<file path="src/rtl/servo_pkg.sv">
package servo_pkg;

  // ==========================================================================
  // Timing
  localparam int CLK_KHZ       = 50000;
  localparam int MAX_RATE_KPPS = 200;
  // Shortest legal spacing of command pulses, rounded up to whole cycles.
  localparam int MIN_GAP_CYC   = (CLK_KHZ + MAX_RATE_KPPS - 1) / MAX_RATE_KPPS;
  localparam int GAP_W         = 9;
  localparam logic [GAP_W-1:0] MIN_GAP = GAP_W'(MIN_GAP_CYC);

  // ==========================================================================
  // Register byte offsets
  localparam logic [7:0] FUNC_SETUP_OFF  = 8'h00;
  localparam logic [7:0] PULSE_SETUP_OFF = 8'h04;
  localparam logic [7:0] INPUT_FUNC_OFF  = 8'h08;
  localparam logic [7:0] LOCK_SPEED_OFF  = 8'h0C;
  localparam logic [7:0] ERR_COUNT_OFF   = 8'h10;
  localparam logic [7:0] STATUS_OFF      = 8'h14;

  // ==========================================================================
  // Reset values
  localparam logic [15:0] FUNC_SETUP_RST  = 16'h0000;
  localparam logic [15:0] PULSE_SETUP_RST = 16'h0000;
  localparam logic [3:0]  INPUT_FUNC_RST  = 4'h0;
  localparam logic [15:0] LOCK_SPEED_RST  = 16'h0010;

  // ==========================================================================
  // Field positions
  localparam int RUN_AUTO_BIT   = 0;
  localparam int FWD_IGNORE_BIT = 2;
  localparam int FMT_LSB        = 3;
  localparam int FMT_MSB        = 5;
  localparam int CLR_EDGE_BIT   = 10;
  localparam int ST_ENABLE      = 0;
  localparam int ST_GAIN        = 1;
  localparam int ST_ALT         = 2;
  localparam int ST_LOCK        = 3;
  localparam int ST_INHIBIT     = 4;
  localparam int ST_REVERSE     = 5;
  localparam int ST_FWD_INH     = 6;
  localparam int ST_OVERRATE    = 7;

  // ==========================================================================
  // Input function codes
  localparam logic [3:0] IFN_GAIN_LAST       = 4'h1;
  localparam logic [3:0] IFN_SPEED_FIRST     = 4'h3;
  localparam logic [3:0] IFN_SPEED_GAIN_LAST = 4'h5;
  localparam logic [3:0] IFN_SPEED_LAST      = 4'h6;
  localparam logic [3:0] IFN_MODE_FIRST      = 4'h7;
  localparam logic [3:0] IFN_MODE_LAST       = 4'h9;
  localparam logic [3:0] IFN_LOCK            = 4'hA;
  localparam logic [3:0] IFN_INHIBIT         = 4'hB;

  typedef enum logic [2:0] {
    FMT_PULSE_DIR = 3'h0,
    FMT_TRAINS    = 3'h1,
    FMT_QUAD      = 3'h2
  } pulse_fmt_t;

endpackage

</file>
<file path="src/rtl/rise_detect.sv">
`timescale 1ns/1ps
module rise_detect #(
  parameter int WIDTH = 1
) (
  input  logic             clk_i,
  input  logic             rst_i,
  input  logic             ce_i,
  input  logic [WIDTH-1:0] level_i,
  output logic [WIDTH-1:0] rise_o
);

  logic [WIDTH-1:0] prev;
  logic [WIDTH-1:0] next_prev;

  always_comb begin
    next_prev = level_i;
  end

  always_ff @(posedge clk_i) begin
    if (rst_i) begin
      prev <= '0;
    end else if (ce_i) begin
      prev <= next_prev;
    end
  end

  assign rise_o = level_i & ~prev;

endmodule // rise_detect

</file>
<file path="src/rtl/pulse_decoder.sv">
`timescale 1ns/1ps
module pulse_decoder
  import servo_pkg::*;
(
  input  logic       clk_i,
  input  logic       rst_i,
  input  logic       ce_i,
  input  pulse_fmt_t format_i,
  input  logic       a_i,
  input  logic       b_i,
  output logic       step_o,
  output logic       reverse_o
);

  logic a_q;
  logic b_q;
  logic next_step;
  logic next_rev;
  logic a_rise;
  logic b_rise;

  assign a_rise = a_i & ~a_q;
  assign b_rise = b_i & ~b_q;

  always_comb begin
    next_step = 1'b0;
    next_rev  = reverse_o;
    case (format_i)
      FMT_TRAINS: begin
        // Coincident edges on both trains cancel rather than guess a direction.
        if (a_rise && !b_rise) begin // see RQ1
          next_step = 1'b1;
          next_rev  = 1'b1;
        end else if (b_rise && !a_rise) begin
          next_step = 1'b1;
          next_rev  = 1'b0;
        end
      end
      FMT_QUAD: begin
        // A double change is a lost phase; it is dropped, not counted.
        if ((a_i ^ a_q) ^ (b_i ^ b_q)) begin // see RQ1
          next_step = 1'b1;
          next_rev  = ~(a_i ^ b_q);
        end
      end
      default: begin
        if (a_rise) begin // see RQ1
          next_step = 1'b1;
          next_rev  = b_i;
        end
      end
    endcase
  end

  always_ff @(posedge clk_i) begin
    if (rst_i) begin
      a_q       <= 1'b0;
      b_q       <= 1'b0;
      step_o    <= 1'b0;
      reverse_o <= 1'b0;
    end else if (ce_i) begin
      a_q       <= a_i;
      b_q       <= b_i;
      step_o    <= next_step;
      reverse_o <= next_rev;
    end
  end
endmodule // pulse_decoder

</file>
<file path="src/rtl/servo_command_input_decoder.sv">
`timescale 1ns/1ps
// Behaviour
// RQ1: Command pulses are decoded as pulse plus sign, two pulse trains or quadrature per setup bits.
// RQ2: Pulses up to the maximum rate are taken, and a faster host is flagged.
// RQ3: An active error counter clear forces the position error counter to zero.
// RQ4: A pulse setup bit makes the clear act on a high level or only on a rising edge.
// RQ5: With auto run off, the servo is enabled only while the run input is on.
// RQ6: With auto run on, the run input is ignored and the servo stays enabled.
// RQ7: The multifunction input cuts the speed loop gain for functions 0, 1, or 3 to 5 with no speed chosen.
// RQ8: For functions 7 to 9 the multifunction input selects the alternate control mode.
// RQ9: For function 10 the multifunction input locks position while speed is within the lock setting.
// RQ10: For function 11 the multifunction input blocks all command pulses and stops the motor.
// RQ11: For functions 3 to 6 with a speed chosen, the multifunction input gives reverse when on.
// RQ12: The forward prohibit input inhibits forward rotation while it is off.
// RQ13: A function setup bit makes the forward prohibit input ignored.
// RQ14: For functions 3 to 6 the two speed select inputs choose an internal speed.
// RQ15: The error counter adds signed command steps and subtracts signed feedback steps.
module servo_command_input_decoder
  import servo_pkg::*;
#(
  parameter int ERR_W = 24
) (
  input  logic             clk_i,
  input  logic             rst_i,
  input  logic             ce_i,
  input  logic             wb_cyc_i,
  input  logic             wb_stb_i,
  input  logic             wb_we_i,
  input  logic [7:0]       wb_adr_i,
  input  logic [3:0]       wb_sel_i,
  input  logic [31:0]      wb_dat_i,
  output logic [31:0]      wb_dat_o,
  output logic             wb_ack_o,
  input  logic             pulse_a_i,
  input  logic             pulse_b_i,
  input  logic             error_counter_clear_input_i,
  input  logic             run_command_i,
  input  logic             multifunction_input_i,
  input  logic             forward_prohibit_input_i,
  input  logic             speed_select_one_i,
  input  logic             speed_select_two_i,
  input  logic [15:0]      motor_speed_i,
  input  logic             feedback_step_i,
  input  logic             feedback_reverse_i,
  output logic             servo_enable_o,
  output logic             gain_reduce_o,
  output logic             alt_mode_o,
  output logic             position_lock_o,
  output logic             pulse_inhibit_o,
  output logic [1:0]       internal_speed_o,
  output logic             internal_reverse_o,
  output logic             forward_inhibit_o,
  output logic [ERR_W-1:0] error_count_o
);

  // ==========================================================================
  // Configuration and decode
  logic [15:0] func_setup;
  logic [15:0] pulse_setup;
  logic [3:0]  input_func;
  logic [15:0] lock_speed;
  logic        overrate;
  logic [15:0] next_func_setup;
  logic [15:0] next_pulse_setup;
  logic [3:0]  next_input_func;
  logic [15:0] next_lock_speed;
  logic        next_overrate;
  logic [31:0] next_dat;
  logic        next_ack;
  logic        run_auto;
  logic        fwd_ignore;
  logic        clr_edge_mode;
  logic        speed_mode;
  logic        speed_chosen;
  logic        cmd_step;
  logic        cmd_rev;
  logic        clr_rise;
  logic        clear_now;
  logic        overrate_hit;
  logic        bus_req;
  logic        bus_wr;
  logic [7:0]  adr_word;
  logic [7:0]  status;

  assign run_auto      = func_setup[RUN_AUTO_BIT];
  assign fwd_ignore    = func_setup[FWD_IGNORE_BIT];
  assign clr_edge_mode = pulse_setup[CLR_EDGE_BIT];
  assign speed_mode    = (input_func >= IFN_SPEED_FIRST) && (input_func <= IFN_SPEED_LAST);
  assign speed_chosen  = speed_select_one_i | speed_select_two_i;
  assign bus_req       = wb_cyc_i & wb_stb_i;
  assign bus_wr        = bus_req & wb_we_i & wb_ack_o;
  assign adr_word      = {wb_adr_i[7:2], 2'b00};

  assign status = {overrate, forward_inhibit_o, internal_reverse_o, pulse_inhibit_o,
                   position_lock_o, alt_mode_o, gain_reduce_o, servo_enable_o};

  pulse_decoder u_decoder (
    .clk_i     (clk_i),
    .rst_i     (rst_i),
    .ce_i      (ce_i),
    .format_i  (pulse_fmt_t'(pulse_setup[FMT_MSB:FMT_LSB])),
    .a_i       (pulse_a_i),
    .b_i       (pulse_b_i),
    .step_o    (cmd_step),
    .reverse_o (cmd_rev)
  );

  rise_detect #(
    .WIDTH (1)
  ) u_clear_edge (
    .clk_i   (clk_i),
    .rst_i   (rst_i),
    .ce_i    (ce_i),
    .level_i (error_counter_clear_input_i),
    .rise_o  (clr_rise)
  );

  // The edge mode lets a host leave the clear input asserted without
  // freezing the loop; only the level mode holds the counter at zero.
  assign clear_now = clr_edge_mode ? clr_rise : error_counter_clear_input_i; // see RQ4

  function automatic logic [15:0] merge16(input logic [15:0] old_v,
                                          input logic [31:0] dat,
                                          input logic [3:0]  sel);
    merge16 = {sel[1] ? dat[15:8] : old_v[15:8], sel[0] ? dat[7:0] : old_v[7:0]};
  endfunction

  // ==========================================================================
  // Register bus
  always_comb begin
    next_ack         = bus_req & ~wb_ack_o;
    next_dat         = 32'h0000_0000;
    next_func_setup  = func_setup;
    next_pulse_setup = pulse_setup;
    next_input_func  = input_func;
    next_lock_speed  = lock_speed;
    next_overrate    = overrate;
    if (next_ack && !wb_we_i) begin
      case (adr_word)
        FUNC_SETUP_OFF:  next_dat = {16'h0000, func_setup};
        PULSE_SETUP_OFF: next_dat = {16'h0000, pulse_setup};
        INPUT_FUNC_OFF:  next_dat = {28'h0000000, input_func};
        LOCK_SPEED_OFF:  next_dat = {16'h0000, lock_speed};
        ERR_COUNT_OFF:   next_dat = {{(32-ERR_W){error_count_o[ERR_W-1]}}, error_count_o};
        STATUS_OFF:      next_dat = {24'h000000, status};
        default:         next_dat = 32'h0000_0000;
      endcase
    end
    if (bus_wr) begin
      case (adr_word)
        FUNC_SETUP_OFF:  next_func_setup = merge16(func_setup, wb_dat_i, wb_sel_i);
        PULSE_SETUP_OFF: next_pulse_setup = merge16(pulse_setup, wb_dat_i, wb_sel_i);
        LOCK_SPEED_OFF:  next_lock_speed = merge16(lock_speed, wb_dat_i, wb_sel_i);
        INPUT_FUNC_OFF: begin
          if (wb_sel_i[0]) begin
            next_input_func = wb_dat_i[3:0];
          end
        end
        STATUS_OFF: begin
          if (wb_sel_i[0] && wb_dat_i[ST_OVERRATE]) begin
            next_overrate = 1'b0;
          end
        end
        default: begin
        end
      endcase
    end
    // A violation in the clearing cycle must survive the clear.
    if (overrate_hit) begin // see RQ2
      next_overrate = 1'b1;
    end
  end

  always_ff @(posedge clk_i) begin
    if (rst_i) begin
      func_setup  <= FUNC_SETUP_RST;
      pulse_setup <= PULSE_SETUP_RST;
      input_func  <= INPUT_FUNC_RST;
      lock_speed  <= LOCK_SPEED_RST;
      overrate    <= 1'b0;
      wb_dat_o    <= 32'h0000_0000;
      wb_ack_o    <= 1'b0;
    end else if (ce_i) begin
      func_setup  <= next_func_setup;
      pulse_setup <= next_pulse_setup;
      input_func  <= next_input_func;
      lock_speed  <= next_lock_speed;
      overrate    <= next_overrate;
      wb_dat_o    <= next_dat;
      wb_ack_o    <= next_ack;
    end
  end

  // ==========================================================================
  // Control inputs
  logic       next_enable;
  logic       next_gain;
  logic       next_alt;
  logic       next_lock;
  logic       next_inhibit;
  logic [1:0] next_speed_sel;
  logic       next_int_rev;
  logic       next_fwd_inh;

  always_comb begin
    next_enable    = run_auto | run_command_i; // see RQ5 see RQ6
    next_gain      = ((input_func <= IFN_GAIN_LAST) & multifunction_input_i) // see RQ7
                   | ((input_func >= IFN_SPEED_FIRST) & (input_func <= IFN_SPEED_GAIN_LAST)
                      & multifunction_input_i & ~speed_chosen);
    next_alt       = (input_func >= IFN_MODE_FIRST) & (input_func <= IFN_MODE_LAST)
                   & multifunction_input_i; // see RQ8
    next_lock      = (input_func == IFN_LOCK) & multifunction_input_i
                   & (motor_speed_i <= lock_speed); // see RQ9
    next_inhibit   = (input_func == IFN_INHIBIT) & multifunction_input_i; // see RQ10
    next_speed_sel = speed_mode ? {speed_select_two_i, speed_select_one_i} : 2'b00; // see RQ14
    next_int_rev   = speed_mode & speed_chosen & multifunction_input_i; // see RQ11
    next_fwd_inh   = ~fwd_ignore & ~forward_prohibit_input_i; // see RQ12 see RQ13
  end

  always_ff @(posedge clk_i) begin
    if (rst_i) begin
      servo_enable_o     <= 1'b0;
      gain_reduce_o      <= 1'b0;
      alt_mode_o         <= 1'b0;
      position_lock_o    <= 1'b0;
      pulse_inhibit_o    <= 1'b0;
      internal_speed_o   <= 2'b00;
      internal_reverse_o <= 1'b0;
      forward_inhibit_o  <= 1'b0;
    end else if (ce_i) begin
      servo_enable_o     <= next_enable;
      gain_reduce_o      <= next_gain;
      alt_mode_o         <= next_alt;
      position_lock_o    <= next_lock;
      pulse_inhibit_o    <= next_inhibit;
      internal_speed_o   <= next_speed_sel;
      internal_reverse_o <= next_int_rev;
      forward_inhibit_o  <= next_fwd_inh;
    end
  end

  // ==========================================================================
  // Position error counter and rate check
  localparam logic [ERR_W-1:0] ERR_ONE = {{(ERR_W-1){1'b0}}, 1'b1};
  localparam logic [ERR_W-1:0] ERR_NEG = {ERR_W{1'b1}};

  logic [GAP_W-1:0] gap;
  logic [GAP_W-1:0] next_gap;
  logic [ERR_W-1:0] next_err;
  logic [ERR_W-1:0] cmd_term;
  logic [ERR_W-1:0] fb_term;

  // The gap is measured on every decoded pulse, inhibited or not.
  assign overrate_hit = cmd_step & (gap < MIN_GAP); // see RQ2

  always_comb begin
    cmd_term = '0;
    fb_term  = '0;
    if (cmd_step && !pulse_inhibit_o) begin // see RQ10
      cmd_term = cmd_rev ? ERR_NEG : ERR_ONE; // see RQ15
    end
    if (feedback_step_i) begin
      fb_term = feedback_reverse_i ? ERR_NEG : ERR_ONE; // see RQ15
    end
    next_err = ERR_W'(error_count_o + cmd_term - fb_term);
    if (clear_now) begin
      next_err = '0; // see RQ3
    end
    if (cmd_step) begin
      next_gap = {{(GAP_W-1){1'b0}}, 1'b1};
    end else if (gap < MIN_GAP) begin
      next_gap = GAP_W'(gap + 1'b1);
    end else begin
      next_gap = gap;
    end
  end

  always_ff @(posedge clk_i) begin
    if (rst_i) begin
      error_count_o <= '0;
      gap           <= MIN_GAP;
    end else if (ce_i) begin
      error_count_o <= next_err;
      gap           <= next_gap;
    end
  end
endmodule // servo_command_input_decoder

</file>
<file path="config.mk">
export PLATFORM = sky130hd
export DESIGN_NAME = servo_command_input_decoder
export DESIGN_NICKNAME = d
export VERILOG_FILES = /design/src/rtl/servo_pkg.sv /design/src/rtl/rise_detect.sv /design/src/rtl/pulse_decoder.sv /design/src/rtl/servo_command_input_decoder.sv
export SDC_FILE = /design/constraint.sdc
export NUM_CORES = 1
export LEC_CHECK = 0
export BUFFER_PORTS_ARGS = -buffer_cell sky130_fd_sc_hd__buf_2
export CORE_MARGIN = 2
export CORE_UTILIZATION = 55
export DETAILED_ROUTE_END_ITERATION = 16
export PLACE_DENSITY = 0.88
export SETUP_SLACK_MARGIN = 0.02
export SYNTH_ARGS = -nofsm -noshare
export SYNTH_HDL_FRONTEND = slang
export SYNTH_HIERARCHICAL = 1
export SYNTH_SLANG_ARGS = --single-unit
</file>
<file path="constraint.sdc">
create_clock -name clk_i -period 7.46 [get_ports clk_i]
set_clock_uncertainty 0.15 [all_clocks]
set_input_delay 0.746 -clock clk_i [delete_from_list [all_inputs] [get_ports clk_i]]
set_output_delay 0.746 -clock clk_i [all_outputs]
set_load 0.02 [all_outputs]
</file>
# Yosys cells after proc, flatten, opt, wreduce, memory -nomap -nowiden
# Cells that the tools add are included.
classes:
  add_sub_neg: 3
  order_cmp: 8
  eq_ne: 11
  muxes: 25
  bitwise: 35
  reduce_logical: 26
op_table:
  columns: ["op", "n"]
  rows:
  - ["$pmux 32 s6", 1]
  - ["$mux 24", 5]
  - ["$reduce_and 4->1", 9]
  - ["$mux 32", 1]
  - ["$add 24x24->24", 1]
  - ["$sub 24x24->24", 1]
  - ["$and 1x1->1", 20]
  - ["$mux 9", 2]
  - ["$le 16x16->1", 1]
  - ["$mux 1", 13]
  - ["$eq 6x2->1 const B", 2]
  - ["$eq 6x3->1 const B", 2]
  - ["$add 9x1->9 const B", 1]
  - ["$lt 9x8->1 const B", 1]
  - ["$eq 4x4->1 const B", 2]
  - ["$le 4x3->1 const B", 2]
  - ["$logic_not 8->1", 1]
  - ["$not 1->1", 8]
  - ["$reduce_bool 2->1", 4]
  - ["$eq 6x1->1 const B", 1]
  - ["$logic_and 1x1->1", 6]
  - ["$ge 4x2->1 const B", 1]
  - ["$ge 4x3->1 const B", 1]
  - ["$le 4x1->1 const B", 1]
  - ["12 further kinds", 21]
word_totals:
  regBits: 133
  wordCells: 133

# Depth between registers and ports, before layout
depth:
  word_depth: 7
  mapped_depth: 12
  ltp_nobuf: 12

# Modules after synthesis
# The synthesis kept the hierarchy.
modules_own_cells:
  columns: ["mod", "instances", "cells_per_inst", "area_each_um2", "seq_area_each_um2"]
  rows:
  - ["servo_command_input_decoder", 1, 874, 7353.3, 2402.3]
  - ["pulse_decoder", 1, 30, 274.0, 80.1]
  - ["rise_detect", 1, 4, 40.0, 20.0]

# Worst setup path before layout
# No wires, ideal clock.
synth_timing:
  path_type: "input -> register"
  start: "input port feedback_step_i"
  end: "register error_count_o[22]"
  arrival_ns: 4.103
  slack_ns: 3.087
  stages: 10
  n_path_buf: 0
  cell_sequence: "and2_1 -> fa_1 -> inv_1 -> ha_1 -> a21oi_4 -> a21boi_2 -> o311a_1 -> or3_4 -> a41o_1 -> a211o_1"
synth_via:
  elab_chain_len: 3
synth_rtl:
  columns: ["item", "line", "source"]
  rows:
  - ["start, declared", "servo_command_input_decoder.sv:43", "input logic feedback_step_i,"]
  - ["$mux 24", "servo_command_input_decoder.sv:262", "if (feedback_step_i) begin"]
  - ["$sub 24x24->24", "servo_command_input_decoder.sv:265", "next_err = ERR_W'(error_count_o + cmd_term - fb_term);"]
  - ["$mux 24", "servo_command_input_decoder.sv:266", "if (clear_now) begin"]
  - ["end signal, assigned", "servo_command_input_decoder.sv:283", "error_count_o <= next_err;"]
  - ["end, declared", "servo_command_input_decoder.sv:53", "output logic [ERR_W-1:0] error_count_o"]
# Every way passes these cells.
# A chain may end at the register's enable or synchronous reset.

# Final worst setup path
layout_timing:
  start: "input port feedback_step_i"
  end: "register error_count_o[17]"
# The elaborated chain is that of the path after synthesis.

==> out/metrics.yaml <==
muxShareOfSynthArea: 0.0566
floorplan.initialDensity: 0.557
drtIter0Drc: 703
vias_per_cell: 6.02
required_ns: 7.68
final.setup.tns_ns: 0
synthCells: 908
cp-end-kind: "register"
worst_slack_ns: 3.29
max-cap-violations: 0
peakVddDrop_mv: 0.203
slew_viol_final: 0
dieHeight_um: 122
p_leak_nw: 3.80
seq_area_um2: 2500
reg2reg_from: "u_decoder/step_o"
endpoint: "error_count_o[17]"
die_area_um2: 14900
wire_per_inst_um: 17.3
cts_buffers: 17
cts_hold_buf: 0
path_clk_slew_ns: 0.06
total_power_mw: 2.16
pin_count: 142
setup_viol_count_final: 0
routed_wl_um: 20800
startpoint: "feedback_step_i"
grt_usage: 0.288
worst-path-max-fanout: 12
final_area_um2: 8930
grt_overflow_total: 0
p_int_mw: 1.49
area_delta_synth_final_pct: 16.5
cts_root_buffer: "clkbuf_16"
htree_num_levels: 4
crit_type: "input pin to register"
diodes: 0
met1_usage: 0.364
n_fill_cell: 1080
synth_area_per_cell_um2: 8.44
comb_power_share: 0.245
fp.dieW_um: 122
met2_usage: 0.480
drc: 0
cts_setup_buffers: 0
synth_top_family_by_area: "compound AO/OA/AOI/OAI gates"
synthAdderAreaFrac: 0.132
p_switching_mw: 0.674
port_buffers: 121
final_common_cell: "dfxtp_1"
multi_input_area_um2: 4560
seqPwrFrac: 0.336
drive_gt1_frac: 0.175
grt_start_max_net_pins: 83
tightestPinTransition_ns: 0.882
synth-seq-area-share: 0.326
ys.flop_type: "dfxtp_1"
ys_ff_latch: 125
yosys.cell_types.count: 83
grt_pass1_vias: 6922
hp-class: "register to register"
fin_nets: 1149
r2r_slack_ns: 3.69
timing.fmax_mhz: 240
first_pass_iters: 6
worstRegToRegCells: 11
gp_congestion: 0.946
grt_most_used_layer: "met2"
dp_hpwl_um: 14500
sw_frac_of_total: 0.312
clkSinkCount: 125
r2r-end: "error_count_o[17]"
dpl-instance-area_um2: 8280
placementRows: 43
min_period_over_period: 0.560
synthSimpleGateAreaFrac: 0.171
fin_crit_ns: 4.17
num_vias: 7216
met3_usage: 0.0646
core_area_um2: 13800
critPathLaunchType: "input pin"
place_ws_ns: 2.90
timing.slew.headroom: 0.412
cts_tree: "yes"
mostFrequentLayoutCells: "125 x dfxtp_1, 120 x buf_2, 96 x nor2_1"
hold_viol: 0
postSynth.asyncResetShare: 0
syn_area_um2: 7670
status: "finished clean"
syn_nets: 1051
yosys_warnings: 6
rsz0062_at_grt: "false"
synth_xor_area_frac: 0.0217
ctsResizeCount: 0
clk_path_buf_depth: 2
antenna_found_initial: 0
clk_latency_ns: 0.43
crit_arrival_ns: 4.40
synth_edf_count: 0
synth-compound-area-share: 0.214
p_per_area_nw_per_um2: 242
clkPwrFrac: 0.419
grt_pass1_wl_um: 33700
ant_nets: 0
per-stage QoR:
| stage | hold slack [ns] | std cells | util |
|---|---|---|---|
| after global routing | 0.341 | 1199 | 0.649 |
| after global placement | 0.298 | 1167 | 0.601 |
| after floorplan | 0.303 | 908 | - |
| after detailed placement | 0.302 | 1167 | 0.601 |
| final | 0.311 | 1199 | 0.649 |
| after CTS | 0.311 | 1199 | 0.649 |
area by class of cell:
type / count / area share
Clock buffer: 20 / 0.0522
Clock inverter: 12 / 0.0203
Inverter: 95 / 0.0399
Multi-Input combinational cell: 642 / 0.511
Sequential cell: 125 / 0.280
Tap cell: 180 / 0.0252
Timing Repair Buffer: 125 / 0.0714
layer usage:
metal,up-vias,part of all wire
met2,307,0.48
met3,59,0.067
li1,3414,-
met4,0,0.029
met1,3436,0.42
met5,-,0
state kept, by name, summed over array words and instances, names as in the netlist, 2 cells and up:
register / cells
gap: 9
lock_speed: 16
input_func: 4
func_setup: 16
error_count_o: 24
internal_speed_o: 2
pulse_setup: 16
wb_dat_o: 24
cell usage after synthesis, drive strengths merged (3+ instances only):
cell / number / area, um2
o32ai: 3 / 26.3
a21oi: 75 / 390
mux2i: 40 / 400
a21boi: 3 / 26.3
and4: 4 / 36.3
fa: 23 / 460
o22ai: 5 / 31.3
o21a: 11 / 82.6
o311a: 3 / 30.0
o21ai: 37 / 185
nor3: 13 / 65.1
a222oi: 8 / 80.1
nand4b: 4 / 35.0
o2111ai: 5 / 50.0
nor2: 101 / 392
a22oi: 35 / 263
and3: 10 / 63.8
o211ai: 4 / 30.0
dfxtp: 125 / 2500
and2: 10 / 62.6
nand3b: 4 / 30.0
a22o: 3 / 26.3
mux2: 3 / 33.8
xor2: 9 / 78.8
a211oi: 3 / 22.5
clkbuf: 32 / 151
inv: 94 / 353
nand4: 12 / 75.1
a21o: 15 / 114
nor2b: 6 / 37.5
a221o: 3 / 30.0
nand3: 18 / 90.1
nand2: 63 / 236
xnor2: 10 / 87.6
nand2b: 6 / 37.5
or3: 8 / 55.1
a31oi: 9 / 56.3
ha: 44 / 551
buf: 14 / 95.1
cells by family after synthesis:
group                    after synthesis
multiplexers                          43
AND/OR/NAND/NOR                      269
buffers and inverters                141
adder cells (fa/ha/maj)               67
XOR/XNOR                              19
AO/OA/AOI/OAI                        244
flip-flops                           125
power by group through the flow:
stage                     registers, mW  clock network (mW)  logic (mW)
after floorplan                   0.752                   0       0.381
after global placement            0.738                   0       0.497
after detailed placement          0.739                   0       0.515
after CTS                         0.725               0.907       0.522
after global routing              0.728               0.934       0.588
final                             0.725               0.906       0.529
worst min path at each step:
stage	start	to	slack, ns	cells after the start
6_report	internal_speed_o[0]	internal_speed_o[0]	0.31	2
5_1_grt	internal_speed_o[0]	internal_speed_o[0]	0.34	2
4_1_cts	internal_speed_o[0]	internal_speed_o[0]	0.31	2
3_5_place_dp	internal_speed_o[0]	internal_speed_o[0]	0.30	2
3_3_place_gp	internal_speed_o[0]	internal_speed_o[0]	0.30	2
2_1_floorplan	pulse_setup[15]	pulse_setup[15]	0.30	2
worst max-delay path, stage by stage:
cell and delay, ns:
buf_2 0.09, and2_1 0.70, buf_4 0.40, fa_1 0.45, inv_1 0.08, ha_1 0.30
a31o_1 0.28, o211a_1 0.30, a311oi_1 0.56, mux2_2 0.40, nand3_1 0.07
Power figures use the tool's default switching activity.
